==> config.mk <==
export PLATFORM = sky130hd
export DESIGN_NAME = rnpc_top
export DESIGN_NICKNAME = d
export VERILOG_FILES = /design/src/rnpc_pkg.sv /design/src/rnpc_sync_filter.sv /design/src/rnpc_top.sv
export SDC_FILE = /design/constraint.sdc
export NUM_CORES = 1
export LEC_CHECK = 0
export ABC_CLOCK_PERIOD_IN_PS = 3700
export BUFFER_PORTS_ARGS = -buffer_cell sky130_fd_sc_hd__buf_2
export CAP_MARGIN = 20
export CORE_MARGIN = 4
export CORE_UTILIZATION = 35
export DETAILED_ROUTE_END_ITERATION = 10
export HOLD_SLACK_MARGIN = 0.05
export SLEW_MARGIN = 10
export SYNTH_ARGS = -nofsm -noshare
export SYNTH_HDL_FRONTEND = slang
export SYNTH_SLANG_ARGS = --single-unit
export TNS_END_PERCENT = 100
==> constraint.sdc <==
create_clock -name CLK_SYS -period 3.7 [get_ports CLK_SYS]
set_input_delay 0.925 -clock CLK_SYS [delete_from_list [all_inputs] [get_ports CLK_SYS]]
set_output_delay 0.925 -clock CLK_SYS [all_outputs]
set_load 0.005 [all_outputs]
==> src/rnpc_pkg.sv <==
// Package of constants and types for the reset, NMI and power-down pin control block.
package rnpc_pkg;

   // ****************************************************************
   // Timing figures and derived cycle counts.
   // ****************************************************************
   localparam int CLK_PERIOD_PS     = 20000;   // 50 MHz system clock.
   localparam int SPIKE_REJECT_PS   = 10000;   // Longest pulse that is always rejected.
   localparam int SPIKE_ACCEPT_PS   = 100000;  // Shortest pulse that must pass.
   // Accept count rounds down so that a 100 ns low always passes.
   localparam int FILT_CYCLES = (SPIKE_ACCEPT_PS / CLK_PERIOD_PS) < 1 ? 1 :
                                (SPIKE_ACCEPT_PS / CLK_PERIOD_PS);
   localparam int FILT_CNT_W  = 4;

   // Length of the internal reset sequence in cycles.
   localparam int RST_SEQ_CYCLES = 16;
   localparam int RST_SEQ_W      = 5;

   // Reset-source codes reported on the source flags.
   localparam logic [1:0] SRC_NONE     = 2'h0;
   localparam logic [1:0] SRC_HW_LONG  = 2'h1;
   localparam logic [1:0] SRC_SW       = 2'h2;
   localparam logic [1:0] SRC_WATCHDOG = 2'h3;

   // Reset sequencer states.
   typedef enum logic [1:0] {RNPC_RUN, RNPC_SEQ, RNPC_INIT} rnpc_state_t;

endpackage

==> src/rnpc_sync_filter.sv <==
// Two-flop synchroniser followed by a low-pulse spike filter.
`timescale 1ns/1ps
module rnpc_sync_filter
   import rnpc_pkg::*;
#(
   parameter int CYCLES = FILT_CYCLES
)
(
   input  wire logic clk,
   input  wire logic rst,
   input  wire logic pin_in,
   output logic      level_out
);

   logic                  sync1_r;
   logic                  sync2_r;
   logic [FILT_CNT_W-1:0] cnt_r;
   logic [FILT_CNT_W-1:0] cnt_nxt;
   logic                  level_r;
   logic                  level_nxt;

   // ****************************************************************
   // Filter: output follows the input only after it has been stable.
   // ****************************************************************

   // Count cycles that the synchronised input differs from the output.
   always_comb
   begin
      cnt_nxt   = '0;
      level_nxt = level_r;
      if (sync2_r != level_r)
      begin
         if (cnt_r >= FILT_CNT_W'(CYCLES - 1))
         begin
            level_nxt = sync2_r;
         end
         else
         begin
            cnt_nxt = cnt_r + 4'h1;
         end
      end
   end

   // Synchroniser and filter state; the line idles high.
   always_ff @(posedge clk)
   begin
      if (rst)
      begin
         sync1_r <= 1'b1;
         sync2_r <= 1'b1;
         cnt_r   <= '0;
         level_r <= 1'b1;
      end
      else
      begin
         sync1_r <= pin_in;
         sync2_r <= sync1_r;
         cnt_r   <= cnt_nxt;
         level_r <= level_nxt;
      end
   end

   assign level_out = level_r;

endmodule

==> src/rnpc_top.sv <==
// Reset request, reset indication, NMI trap and power-down gating logic.
// Functional notes
// - Low reset request pin resets the device
// - Reject short low spikes, accept long ones
// - Bidirectional mode drives request line during reset
// - Indication output low during any reset
// - Indication released only by end-of-init instruction
// - Falling NMI edge raises NMI trap; the code ignores edges during the reset sequence (RNPC_SEQ)
// - Power-down entered only with NMI low
// - NMI high: power-down ignored, keep running
// - Enable bit locked after init, reset clears
// - Bidirectional mode reports long hardware reset source
`timescale 1ns/1ps
module rnpc_top
   import rnpc_pkg::*;
#(
   parameter int SEQ_CYCLES = RST_SEQ_CYCLES
)
(
   input  wire logic       CLK_SYS,
   input  wire logic       RESET,
   input  wire logic       RESET_REQUEST_PIN_I,
   output logic            RESET_REQUEST_PIN_O,
   output logic            RESET_REQUEST_PIN_OE,
   output logic            RESET_INDICATION_OUT_N,
   input  wire logic       NMI_PIN,
   input  wire logic       SW_RESET_REQ,
   input  wire logic       WATCHDOG_TIMER_RESET,
   input  wire logic       END_OF_INIT_INSTR,
   input  wire logic       POWER_DOWN_INSTR,
   input  wire logic       BIDIR_RESET_ENABLE_WR,
   input  wire logic       BIDIR_RESET_ENABLE_WDATA,
   output logic            BIDIR_RESET_ENABLE,
   output logic            CORE_RESET,
   output logic            NMI_TRAP,
   output logic            POWER_DOWN,
   output logic [1:0]      RESET_SOURCE
);

   logic        req_level;
   logic        nmi_level;
   logic        nmi_prev_r;
   rnpc_state_t state_r;
   rnpc_state_t state_nxt;
   logic [RST_SEQ_W-1:0] seq_cnt_r;
   logic [RST_SEQ_W-1:0] seq_cnt_nxt;
   logic        bidir_r;
   logic        bidir_nxt;
   logic        reset_indication_out_n_r;
   logic        reset_indication_out_n_nxt;
   logic        drive_r;
   logic        drive_nxt;
   logic [1:0]  src_r;
   logic [1:0]  src_nxt;
   logic        trap_r;
   logic        trap_nxt;
   logic        pdn_r;
   logic        pdn_nxt;
   logic        ext_req;
   logic        int_req;
   logic        echo_r;
   logic        echo_nxt;

   // ****************************************************************
   // Pin conditioning.
   // ****************************************************************

   // Reset request pin is synchronised and spike filtered.
   rnpc_sync_filter #(.CYCLES(FILT_CYCLES)) u_req_filt
   (
      .clk       (CLK_SYS),
      .rst       (RESET),
      .pin_in    (RESET_REQUEST_PIN_I),
      .level_out (req_level)
   );

   // NMI pin is synchronised; one-cycle filter keeps edge detection clean.
   rnpc_sync_filter #(.CYCLES(1)) u_nmi_sync
   (
      .clk       (CLK_SYS),
      .rst       (RESET),
      .pin_in    (NMI_PIN),
      .level_out (nmi_level)
   );

   // While we drive the line ourselves, and until our own low has drained out
   // of the filter, its low level is not a new request.
   assign ext_req = !req_level && !drive_r && !echo_r;
   assign int_req = SW_RESET_REQ || WATCHDOG_TIMER_RESET;

   // ****************************************************************
   // Reset sequencer and indication output.
   // ****************************************************************

   // Next-state logic for sequencing, indication, source and enable bit.
   always_comb
   begin
      state_nxt    = state_r;
      seq_cnt_nxt  = seq_cnt_r;
      bidir_nxt    = bidir_r;
      reset_indication_out_n_nxt = reset_indication_out_n_r;
      drive_nxt    = drive_r;
      src_nxt      = src_r;
      // Masks the filtered echo of our own drive after the line is released.
      echo_nxt     = drive_r || (echo_r && !req_level);
      if (ext_req || int_req)
      begin
         state_nxt    = RNPC_SEQ;
         seq_cnt_nxt  = '0;
         reset_indication_out_n_nxt = 1'b0;
         drive_nxt    = bidir_r;
         bidir_nxt    = 1'b0;
         if (bidir_r || ext_req)
         begin
            src_nxt = SRC_HW_LONG;
         end
         else if (WATCHDOG_TIMER_RESET)
         begin
            src_nxt = SRC_WATCHDOG;
         end
         else
         begin
            src_nxt = SRC_SW;
         end
      end
      else
      begin
         unique case (state_r)
            RNPC_SEQ:
            begin
               // Sequence ends once the count runs out.
               if (seq_cnt_r >= RST_SEQ_W'(SEQ_CYCLES - 1))
               begin
                  state_nxt = RNPC_INIT;
                  drive_nxt = 1'b0;
               end
               else
               begin
                  seq_cnt_nxt = seq_cnt_r + 5'h01;
               end
            end
            RNPC_INIT:
            begin
               // Enable bit writable only before end of initialisation.
               if (BIDIR_RESET_ENABLE_WR)
               begin
                  bidir_nxt = BIDIR_RESET_ENABLE_WDATA;
               end
               if (END_OF_INIT_INSTR)
               begin
                  state_nxt    = RNPC_RUN;
                  reset_indication_out_n_nxt = 1'b1;
               end
            end
            RNPC_RUN:
            begin
               state_nxt = RNPC_RUN;
            end
         endcase
      end
   end

   // Sequencer registers; reset leaves the device in a fresh sequence.
   always_ff @(posedge CLK_SYS)
   begin
      if (RESET)
      begin
         state_r    <= RNPC_SEQ;
         seq_cnt_r  <= '0;
         bidir_r    <= 1'b0;
         reset_indication_out_n_r <= 1'b0;
         drive_r    <= 1'b0;
         src_r      <= SRC_HW_LONG;
         echo_r     <= 1'b0;
      end
      else
      begin
         echo_r     <= echo_nxt;
         state_r    <= state_nxt;
         seq_cnt_r  <= seq_cnt_nxt;
         bidir_r    <= bidir_nxt;
         reset_indication_out_n_r <= reset_indication_out_n_nxt;
         drive_r    <= drive_nxt;
         src_r      <= src_nxt;
      end
   end

   // ****************************************************************
   // NMI trap and power-down gating.
   // ****************************************************************

   // Trap pulses on a falling NMI edge in RNPC_INIT or RNPC_RUN; power-down only with NMI low.
   always_comb
   begin
      trap_nxt = (state_r == RNPC_RUN || state_r == RNPC_INIT)
                 && nmi_prev_r && !nmi_level;
      pdn_nxt  = pdn_r;
      if (POWER_DOWN_INSTR && state_r == RNPC_RUN)
      begin
         pdn_nxt = !nmi_level;
      end
      if (ext_req || int_req || state_r != RNPC_RUN)
      begin
         pdn_nxt = 1'b0;
      end
   end

   // NMI edge and power-down registers.
   always_ff @(posedge CLK_SYS)
   begin
      if (RESET)
      begin
         nmi_prev_r <= 1'b1;
         trap_r     <= 1'b0;
         pdn_r      <= 1'b0;
      end
      else
      begin
         nmi_prev_r <= nmi_level;
         trap_r     <= trap_nxt;
         pdn_r      <= pdn_nxt;
      end
   end

   // ****************************************************************
   // Outputs.
   // ****************************************************************

   // The request line is open drain: drive low only while enabled.
   assign RESET_REQUEST_PIN_O    = 1'b0;
   assign RESET_REQUEST_PIN_OE   = drive_r;
   assign RESET_INDICATION_OUT_N = reset_indication_out_n_r;
   assign BIDIR_RESET_ENABLE     = bidir_r;
   assign CORE_RESET             = (state_r == RNPC_SEQ);
   assign NMI_TRAP               = trap_r;
   assign POWER_DOWN             = pdn_r;
   assign RESET_SOURCE           = src_r;

endmodule

### Word level (Yosys, flattened, before mapping)

Cells that the tools add are included.

* flip-flop bits (word level): 30
* input bits: 10
* output and inout port bits: 9
* logic and storage cells: 72

* add/sub/neg operators: 3
* magnitude comparators: 3
* equal/unequal tests: 6
* multiplexer cells: 8
* bitwise logic cells: 3
* reductions and logical operators: 31

Operator list (count)
* AND reduction 2 bit: 7
* adder 4 x 1 -> 4 bit, second input constant: 2
* logical AND 1 bit: 6
* logical OR 1 bit: 6
* 2-to-1 mux 2 bit: 3
* case mux 2 bit (3 select lines): 1
* nonzero test 2 bit: 3
* OR reduction 3 bit: 2
* adder 5 x 1 -> 5 bit, second input constant: 1
* greater-or-equal comparator 5 x 4 -> 1 bit, second input constant: 1
* greater-or-equal comparator 4 x 1 -> 1 bit, second input constant: 1
* greater-or-equal comparator 4 x 3 -> 1 bit, second input constant: 1
* logical NOT 1 bit: 4
* 2-to-1 mux 1 bit: 4
* OR reduction 2 bit: 2
* NOT 1 bit: 3
* equality test 2 x 1 -> 1 bit, second input constant: 1
* equality test 2 bit, second input constant: 1
* logical NOT 2 bit: 1
* inequality test 1 bit: 2
* inequality test 2 x 1 -> 1 bit, second input constant: 1
* inequality test 2 bit, second input constant: 1

### Logic depth before layout (Yosys ltp)

Gate-level depths: netlist of the first run.

* depth after elaboration: 6
* gate-level depth with buffers: 6

### Modules after synthesis

A second synthesis of the first run with hierarchy kept.

* cells, all modules: 100
* area total of the unflattened synthesis: 1006.0 sq um

By module, submodules not included
* rnpc_top: instances 1, cells each 75, area an instance 683.2 sq um, seq. area each 320.3 sq um
* rnpc_sync_filter (u_req_filt): instances 1, cells each 19, area an instance 244.0 sq um, seq. area each 140.1 sq um
* rnpc_sync_filter (u_nmi_sync): instances 1, cells each 6, area an instance 78.8 sq um, seq. area each 60.1 sq um

### Least setup slack after synthesis of the first run

No wires, ideal clock.

* path kind: flip-flop to flip-flop
* start point: register seq_cnt_r[0]
* end point: register seq_cnt_r[4]
* data arrival time: 1821 ps
* data required time: 3625 ps
* path slack: 1804 ps
* stages on the path, launching flop included: 7
* clock period less this slack: 1896 ps
* cell sequence: dfxtp_1 > ha_1 > and3_1 > ha_1 > or4b_4 > or3_1 > a21oi_1

* word-level cells in the longest chain between the ends: 3
* elaborated cells on any way between the ends: 4
* classes of those cells: 1 x add/sub; 1 x order compare; 1 x bitwise; 1 x reduce/logical

RTL lines
* start, declared: line rnpc_top.sv:45 `logic [RST_SEQ_W-1:0] seq_cnt_r;`
* start signal, assigned: line rnpc_top.sv:180 `seq_cnt_r <= seq_cnt_nxt;`
* greater-or-equal comparator 5 x 4 -> 1 bit: line rnpc_top.sv:132 `if (seq_cnt_r >= RST_SEQ_W'(SEQ_CYCLES - 1))`
* NOT 1 bit (no source line)
* AND reduction 2 bit (no source line)

Several ways; a longest one is shown, not always the timed one.
A chain may end at the register's enable or synchronous reset.

### Final worst setup path of the first run

* start point: register state_r[0]
* end point: output CORE_RESET

* word-level cells in the longest chain between the ends: 1

RTL lines
* start, declared: line rnpc_top.sv:43 `rnpc_state_t state_r;`
* start signal, assigned: line rnpc_top.sv:179 `state_r <= state_nxt;`
* equality test 2 x 1 -> 1 bit: line rnpc_top.sv:234 `assign CORE_RESET = (state_r == RNPC_SEQ);`
* end, declared: line rnpc_top.sv:34 `output logic CORE_RESET,`

No other way between the ends.

==> results of run 1 <==
==> where the power goes <==
group | internal [W] | switching (W) | total (W) | leakage, nW
registers | 0.000286 | 0.00000325 | 0.000289 | 0.212
logic | 0.0000107 | 0.0000109 | 0.0000216 | 0.273
clock network | 0.0000601 | 0.0000781 | 0.000138 | 0.0210
==> layout make-up <==
class,instances,share of cell area (%)
flip-flops and latches,26,46.0
multi-input cells,65,37.7
repair buffers,17,7.51
well taps,30,3.31
clock buffers,4,3.20
inverters,7,2.32
==> synth_stat cells (2+ instances only) <==
cell type	n
a21oi_1	7
a31oi_1	2
and2_1	3
dfxtp_1	26
ha_1	3
inv_1	7
mux2i_1	3
nand3_1	4
nor2_1	6
nor2b_1	2
nor4_1	2
o21ai_0	4
o31ai_1	3
or2_2	5
or3_1	4
==> sequential cells by signal, summed over array words and instances (netlist names), 2 cells and up <==
register	flops
state_r	2
seq_cnt_r	5
u_req_filt.cnt_r	4
RESET_SOURCE	2
==> metrics by stage <==
stage	util (%)	power [W]	worst slack, ns	cells	hold WS, ns
after floorplan	-	0.000308	1.80	100	0.389
after global placement	42.7	0.000316	1.71	145	0.396
after detailed placement	42.7	0.000317	1.68	145	0.401
after CTS	44.1	0.000460	1.60	149	0.432
after global routing	44.1	0.000475	1.52	149	0.452
final	44.1	0.000449	1.64	149	0.425
==> worst max path at each step <==
stage,start,endpoint,slack [ns],depth (start not counted)
after floorplan,seq_cnt_r[0],seq_cnt_r[4],1.80,6
after detailed placement,seq_cnt_r[0],seq_cnt_r[2],1.68,6
after global placement,seq_cnt_r[0],seq_cnt_r[2],1.71,6
after CTS,state_r[0],CORE_RESET,1.60,2
final,state_r[0],CORE_RESET,1.64,2
after global routing,state_r[0],CORE_RESET,1.52,2
==> per-layer routing <==
metal,share of wire (%),vias to the layer above
met5,0,-
met4,1.3,0
met3,7.5,2
met2,45,17
met1,46,349
li1,-,388
==> kinds of logic after synthesis <==
logic type                 Yosys count
AOI/OAI and AO/OA                   20
buffers and inverters                9
other                                1
adders and majority gates            3
muxes                                3
DFF                                 26
xor gates and xnor gates             1
and+or+nand+nor                     36
==> worst max-delay path, delay by kind of cell (launching register included) <==
family | cells | cell delay, ns
buffers and inverters | 1 | 0.14
AND/OR/NAND/NOR | 1 | 0.21
flip-flops | 1 | 0.48
==> impl_metrics.py, run 1 <==
metrics = {
    "sta": {
        "hold_violations": 0,
        "min_period_over_period_pct": 55.8,
        "clock.fmax_ghz": 0.485,
        "relSlewSlack_pct": 54.8,
        "maxSlewViolCount": 0,
        "fin_setup_tns_ns": 0,
        "fin_worst_skew_ns": 0.00570,
        "min_period_ns": 2.06,
        "rsz0062_at_grt": "no",
        "setup-violations-final": 0,
        "worstMarginPinSlew_ns": 0.669,
    },
    "synthesis": {
        "netlist_area_um2": 981,
        "synth_compound_area_share_pct": 12.9,
        "synth-adder-area-share_pct": 3.83,
        "ys.flop_type": "dfxtp_1",
        "synth_xor_area_share_pct": 0.893,
        "postSynthCellCount": 99,
        "synth_top_family_by_area": "simple AND/OR/NAND/NOR gates",
        "synthArstFlopShare_pct": 0,
        "syn_avg_cell_area_um2": 9.91,
        "yosys.area_share.simple_pct": 22.1,
        "synth_edf_count": 0,
        "netlist.area_leader.share_pct": 53.1,
        "muxShareOfSynthArea_pct": 3.06,
        "yosys_warnings": 0,
        "synth_seq_cells": 26,
        "ys_seq_area_share_pct": 53.1,
        "synth_top_cell_by_area": "dfxtp_1",
        "synth_cell_type_count": 33,
        "ys_top_cells_by_area": "dfxtp_1 (53%), ha_1 (3.8%), a21oi_1 (3.6%)",
    },
    "clocking": {
        "cts_max_path_buffers": 2,
        "numCtsBuffers": 3,
        "cts_tree": "built",
        "cts_resized": 0,
        "clk_pin_slew_ns": 0.13,
        "cts_sinks": 26,
        "cts_hold_buf": 0,
        "clk_latency_ns": 0.31,
        "postCtsSetupRepairBufs": 0,
        "htree_levels": 1,
        "cts_root_buf": "clkbuf_4",
    },
    "layout": {
        "multi_input_area_um2": 427,
        "mostFrequentLayoutCells": "dfxtp_1 (26), buf_2 (17), inv_1 (7), a21oi_1 (7), nor2_1 (6)",
        "final_common_cell": "dfxtp_1",
        "syn_to_final_growth_pct": 15.4,
        "drive_gt1_share_pct": 22.7,
        "fillers": 258,
        "finalInstanceArea_um2": 1130,
        "fin_nets": 133,
        "seq_area_um2": 520,
        "antenna_cells": 0,
    },
    "floorplanning": {
        "die_w_um": 60.9,
        "rows": 18,
        "start_util_pct": 38.2,
        "die-area_um2": 3710,
        "die_h_um": 60.9,
        "core_region_area_um2": 2570,
        "pin_count": 19,
    },
    "placed_design": {
        "portBuffers": 17,
        "hpwl_um": 1330,
        "place_area_um2": 1100,
        "gp_routability_congestion": 0.763,
    },
    "grt": {
        "met1_usage_pct": 12.4,
        "busiest_layer": "met2",
        "grt.total_usage_pct": 11.2,
        "grt_util_met2_pct": 19.1,
        "grt.overflow.total": 0,
        "grt_pass1_wl_um": 3080,
        "grt_max_degree": 15,
        "antenna_found_initial": 0,
        "met3_usage_pct": 4.47,
        "grt_pass1_vias": 723,
    },
    "worst_setup_path": {
        "slowest_delay_ns": 0.48,
        "crit_type": "flip-flop to primary output",
        "cpMaxStageDelayCell": "dfxtp_1",
        "reg2regPathDepth": 6,
        "rr_startpoint": "seq_cnt_r[0]",
        "crit_chain": "nor2b_1 -> buf_2",
        "timing.rr.end": "seq_cnt_r[2]",
        "critPathRequiredTime_ns": 2.77,
        "cp_max_fo": 9,
        "worstSetupEndpointType": "primary output",
        "start_kind": "flip-flop",
        "rrSetupSlack_ns": 1.67,
        "arrival_ns": 1.14,
    },
    "worst_hold_path": {
        "min_to": "u_req_filt.sync2_r",
        "min_from": "u_req_filt.sync1_r",
        "whs_path_depth": 1,
        "hold_class": "flip-flop to flip-flop",
    },
    "route": {
        "viasPerCell": 5.07,
        "wirelength_um": 1730,
        "vias": 756,
        "wl_per_cell_um": 11.6,
        "drtIter0Drc": 20,
        "firstDrtPassIters": 4,
        "postRouteAntennaNets": 0,
        "drc": 0,
    },
    "run_status": {
        "status": "finished, final reports clean",
    },
    "power": {
        "peakVddDrop_mv": 0.259,
        "leakagePower_nw": 0.506,
        "power_density_nw_per_um2": 397,
    },
    "job": {
        "maxCapViolations": 0,
    },
}
Note: power is estimated with default switching activity, not from simulation.
==> run 2, diff against run 1 <==
- ABC_CLOCK_PERIOD_IN_PS: 3700 -> 1700
- clock period: 3.7 -> 1.7 ns (I/O delays scaled with it)
==> run 2 against run 1 <==
The run now ends with negative setup slack left. Count of clock-buffer cells in the layout is 1 lower. Worst setup slack got worse by 1.8 ns. Clock power rose to 3.0 times the previous value. Final cell count is 5.4% higher. Die area unchanged. Global-route usage increased by 0.23 points. Critical path depth increased by 4. Critical endpoint is now seq_cnt_r[2].
==> impl_metrics.py, run 2 (synthesized netlist as in run 1, its figures left out) <==
metrics = {
    "placed_design": {
        "hpwl_um": 1360,
        "gp_routability_congestion": 0.731,
        "portBuffers": 17,
        "pre_cts_ws_ns": -0.187,
    },
    "floorplanning": {
        "core_region_area_um2": 2570,
        "rows": 18,
        "die_w_um": 60.9,
        "die-area_um2": 3710,
        "die_h_um": 60.9,
        "start_util_pct": 38.2,
        "pin_count": 19,
    },
    "layout": {
        "largest_register_ffs": 5,
        "drive_gt1_share_pct": 35.4,
        "seq_area_um2": 523,
        "fin_nets": 141,
        "final_util_pct": 49.7,
        "antenna_cells": 0,
        "syn_to_final_growth_pct": 30.1,
        "reg_top3": "seq_cnt_r x5, u_req_filt.cnt_r x4",
        "fillers": 243,
        "top_register": "seq_cnt_r",
        "multi_input_area_um2": 488,
        "final_common_cell": "dfxtp_1",
        "mostFrequentLayoutCells": "dfxtp_1 (24), buf_2 (17), inv_1 (7), buf_4 (7)",
    },
    "route": {
        "viasPerCell": 4.99,
        "drc": 0,
        "drtIter0Drc": 35,
        "postRouteAntennaNets": 0,
        "wirelength_um": 1930,
        "firstDrtPassIters": 4,
        "wl_per_cell_um": 12.3,
        "vias": 783,
    },
    "grt": {
        "antenna_found_initial": 0,
        "grt_pass1_wl_um": 3170,
        "grt_pass1_vias": 773,
        "grt.overflow.total": 0,
        "grt_max_degree": 16,
        "grt.total_usage_pct": 11.4,
    },
    "clocking": {
        "clk_pin_slew_ns": 0.14,
        "cts_sinks": 26,
        "cts_hold_buf": 0,
        "cts_max_path_buffers": 2,
        "numCtsBuffers": 3,
        "clk_latency_ns": 0.32,
        "htree_levels": 1,
        "cts_tree": "built",
        "cts_root_buf": "clkbuf_4",
    },
    "power": {
        "leakagePower_nw": 0.570,
        "power_density_nw_per_um2": 861,
        "peakVddDrop_mv": 0.431,
        "total_power_w": 0.00110,
    },
    "sta": {
        "hold_violations": 0,
        "rsz0062_at_grt": "yes",
        "setup-violations-final": 4,
        "fin_worst_skew_ns": 0.00814,
        "maxSlewViolCount": 0,
        "min_period_ns": 1.91,
        "clock.fmax_ghz": 0.523,
        "setup_ws_ns": -0.211,
        "min_period_over_period_pct": 112,
        "hold_ws_ns": 0.275,
    },
    "worst_hold_path": {
        "min_to": "u_nmi_sync.sync1_r",
        "min_from": "NMI_PIN",
        "whs_path_depth": 2,
        "hold_class": "input port to flip-flop",
    },
    "worst_setup_path": {
        "worstSetupEndpointType": "flip-flop",
        "rrSetupSlack_ns": -0.21,
        "critPathRequiredTime_ns": 1.94,
        "cp_max_fo": 4,
        "start_kind": "flip-flop",
        "arrival_ns": 2.15,
        "crit_type": "flip-flop to flip-flop",
        "timing.rr.end": "seq_cnt_r[2]",
        "rr_startpoint": "seq_cnt_r[0]",
        "reg2regPathDepth": 6,
    },
    "job": {
        "maxCapViolations": 0,
    },
    "run_status": {
        "violations": "negative setup slack",
        "status": "finished, violations left",
    },
}
-- run 2: how the worst max path moves through the flow --
stage	from	end	slack, ns
after global placement	seq_cnt_r[0]	seq_cnt_r[2]	-0.13
after CTS	seq_cnt_r[0]	seq_cnt_r[2]	-0.18
final	seq_cnt_r[0]	seq_cnt_r[2]	-0.21
after global routing	seq_cnt_r[0]	seq_cnt_r[4]	-0.23
after detailed placement	seq_cnt_r[0]	seq_cnt_r[2]	-0.19
after floorplan	seq_cnt_r[0]	seq_cnt_r[4]	-0.13
-- run 2: critical path, cell delays in order (launching register included) --
cell and delay (ns):
dfxtp_2 0.36, ha_4 0.15, and3_4 0.18, ha_4 0.15, or4b_4 0.51, or3_1 0.34
a21oi_1 0.15
-- run 2: stage by stage --
stage               setup TNS (ns)  area, um2  cells
finish                      -0.578       1280    157
global route                -0.786       1280    157
CTS                         -0.450       1240    157
detailed placement          -0.379       1150    152
global placement            -0.311       1150    152
floorplan                   -0.269        991    100
-- run 2: layout make-up --
class	instances	area share, %
Clock buffer	3	1.76
Clock inverter	1	2.35
Inverter	7	2.06
Multi-Input combinational cell	65	38.2
Sequential cell	26	41.0
Tap cell	30	2.94
Timing Repair Buffer	25	11.7
-- run 2: timing repair --
item,4_1_cts,5_1_grt
setup buffers,1,1
setup endpoints to repair,4,6
gates resized for setup,7,6
pin swaps,3,3
-- run 2: power by group --
| part | internal, W | switching [W] | leakage (nW) |
|---|---|---|---|
| clock | 0.000238 | 0.000181 | 0.0279 |
| sequential | 0.000623 | 0.00000678 | 0.213 |
| combinational | 0.0000253 | 0.0000255 | 0.329 |
-- run 2: layer usage --
metal	GRT usage, %	share of wire (%)	wire length [um]
met5	0	0	0
met4	4.64	0.78	15
met3	2.98	6.2	120
met2	20.0	48	923
met1	13.2	45	870
==> run 3, diff against run 2 <==
- CORE_MARGIN: 4 -> 2
- CTS_BUF_LIST: unset -> sky130_fd_sc_hd__clkbuf_4 sky130_fd_sc_hd__clkbuf_8
==> run 3 against run 2 <==
The flow still finishes with violations (negative setup slack). Via count increased by 2.4%. Combinational power increased by 4.1%. Largest cell class unchanged. Maximum frequency increased by 1.7%. Die area decreased by 13%. Global-route usage increased by 1.3 points. Count of clock-buffer cells in the layout increased by 1.
==> impl_metrics.py, run 3 (synthesized netlist as in run 1, its figures left out) <==
metrics = {
    "grt": {
        "grt_max_degree": 15,
        "grt.total_usage_pct": 12.7,
        "grt_pass1_vias": 780,
        "grt_pass1_wl_um": 3210,
        "antenna_found_initial": 0,
        "grt.overflow.total": 0,
    },
    "worst_hold_path": {
        "min_to": "u_req_filt.sync1_r",
        "min_from": "RESET_REQUEST_PIN_I",
        "hold_class": "input port to flip-flop",
        "whs_path_depth": 2,
    },
    "power": {
        "peakVddDrop_mv": 0.732,
        "leakagePower_nw": 0.567,
        "power_density_nw_per_um2": 781,
        "total_power_w": 0.000984,
    },
    "route": {
        "wirelength_um": 1870,
        "viasPerCell": 5.04,
        "postRouteAntennaNets": 0,
        "firstDrtPassIters": 4,
        "drtIter0Drc": 11,
        "vias": 802,
        "wl_per_cell_um": 11.7,
        "drc": 0,
    },
    "run_status": {
        "status": "finished, violations left",
        "violations": "negative setup slack",
    },
    "layout": {
        "drive_gt1_share_pct": 34.4,
        "fin_nets": 142,
        "mostFrequentLayoutCells": "dfxtp_1 (24), buf_2 (17), buf_4 (8)",
        "syn_to_final_growth_pct": 28.4,
        "final_common_cell": "dfxtp_1",
        "antenna_cells": 0,
        "top_register": "seq_cnt_r",
        "finalInstanceArea_um2": 1260,
        "reg_top3": "seq_cnt_r x5, u_req_filt.cnt_r x4",
        "largest_register_ffs": 5,
        "final_util_pct": 46.5,
    },
    "worst_setup_path": {
        "cp_max_fo": 4,
        "arrival_ns": 2.14,
        "rr_startpoint": "seq_cnt_r[0]",
        "crit_type": "flip-flop to flip-flop",
        "worstSetupEndpointType": "flip-flop",
        "timing.rr.end": "seq_cnt_r[2]",
        "start_kind": "flip-flop",
        "critical_path.startpoint": "seq_cnt_r[0]",
        "reg2regPathDepth": 6,
        "rrSetupSlack_ns": -0.18,
        "critPathRequiredTime_ns": 1.96,
    },
    "placed_design": {
        "gp_routability_congestion": 0.721,
        "hpwl_um": 1390,
        "portBuffers": 17,
        "place_area_um2": 1160,
    },
    "clocking": {
        "htree_levels": 1,
        "cts_hold_buf": 0,
        "numCtsBuffers": 3,
        "cts_sinks": 26,
        "cts_root_buf": "clkbuf_4",
        "cts_max_path_buffers": 2,
        "cts_tree": "built",
        "clk_latency_ns": 0.31,
        "clk_pin_slew_ns": 0.13,
    },
    "floorplanning": {
        "pin_count": 19,
        "die_h_um": 56.9,
        "rows": 19,
        "die_w_um": 56.9,
        "start_util_pct": 36.2,
        "core_region_area_um2": 2710,
        "die-area_um2": 3240,
    },
    "sta": {
        "maxSlewViolCount": 0,
        "setup-violations-final": 4,
        "setup_ws_ns": -0.179,
        "rsz0062_at_grt": "yes",
        "min_period_over_period_pct": 111,
        "hold_ws_ns": 0.287,
        "fin_worst_skew_ns": 0.00425,
        "clock.fmax_ghz": 0.532,
        "min_period_ns": 1.88,
        "hold_violations": 0,
    },
    "job": {
        "maxCapViolations": 0,
    },
}
==> run 3: cell count changes in the layout (fill, tap and decap cells not counted), sizes merged <==
| cell | delta |
|---|---|
| buf | +1 |
| clkbuf | +1 |
| bufinv | -1 |
==> run 3: worst max-delay path by stage <==
stage	cells after the start	endpoint	slack, ns
5_1_grt	6	seq_cnt_r[2]	-0.24
6_report	6	seq_cnt_r[2]	-0.18
3_3_place_gp	6	seq_cnt_r[2]	-0.11
3_5_place_dp	6	seq_cnt_r[4]	-0.17
2_1_floorplan	6	seq_cnt_r[4]	-0.13
4_1_cts	6	seq_cnt_r[2]	-0.18
==> run 3: timing repair <==
item,4_1_cts,5_1_grt
buffers inserted,1,1
pin swaps,5,3
gates cloned,0,0
setup endpoints to repair,4,5
gates resized for setup,3,8
==> run 3: through the flow <==
stage / std cells / setup TNS [ns] / setup WS, ns
after floorplan: 100 / -0.269 / -0.135
after global placement: 154 / -0.235 / -0.112
after detailed placement: 154 / -0.366 / -0.170
after CTS: 158 / -0.395 / -0.175
after global routing: 159 / -0.721 / -0.239
final: 159 / -0.490 / -0.179
==> run 3: layout make-up <==
cell class / count / area, um2
clock buffer: 4 / 36.3
fill: 279 / 1450
inverter: 7 / 26.3
multi-input combinational: 65 / 479
sequential: 26 / 523
tap: 31 / 38.8
timing repair buffer: 26 / 156
==> run 3: worst max-delay path: stages, from the launching register on <==
cell     delay, ns
dfxtp_2       0.36
ha_4          0.15
and3_4        0.18
ha_4          0.16
or4b_4        0.50
or3_1         0.37
a21oi_2       0.11
==> run 3: power by group <==
group	leakage [nW]	total, W	switching, W	internal (W)
Combinational	0.333	0.0000529	0.0000253	0.0000277
Clock	0.0210	0.000301	0.000171	0.000131
Sequential	0.213	0.000630	0.00000692	0.000623
Total	0.567	0.000984	0.000203	0.000781
==> run 3: routing by layer <==
metal / part of all wire, % / GRT usage (%) / wire length [um]
met1: 46 / 15.0 / 858
met2: 48 / 21.0 / 899
met3: 5.1 / 5.22 / 95
met4: 0.80 / 4.32 / 15
met5: 0 / 0 / 0
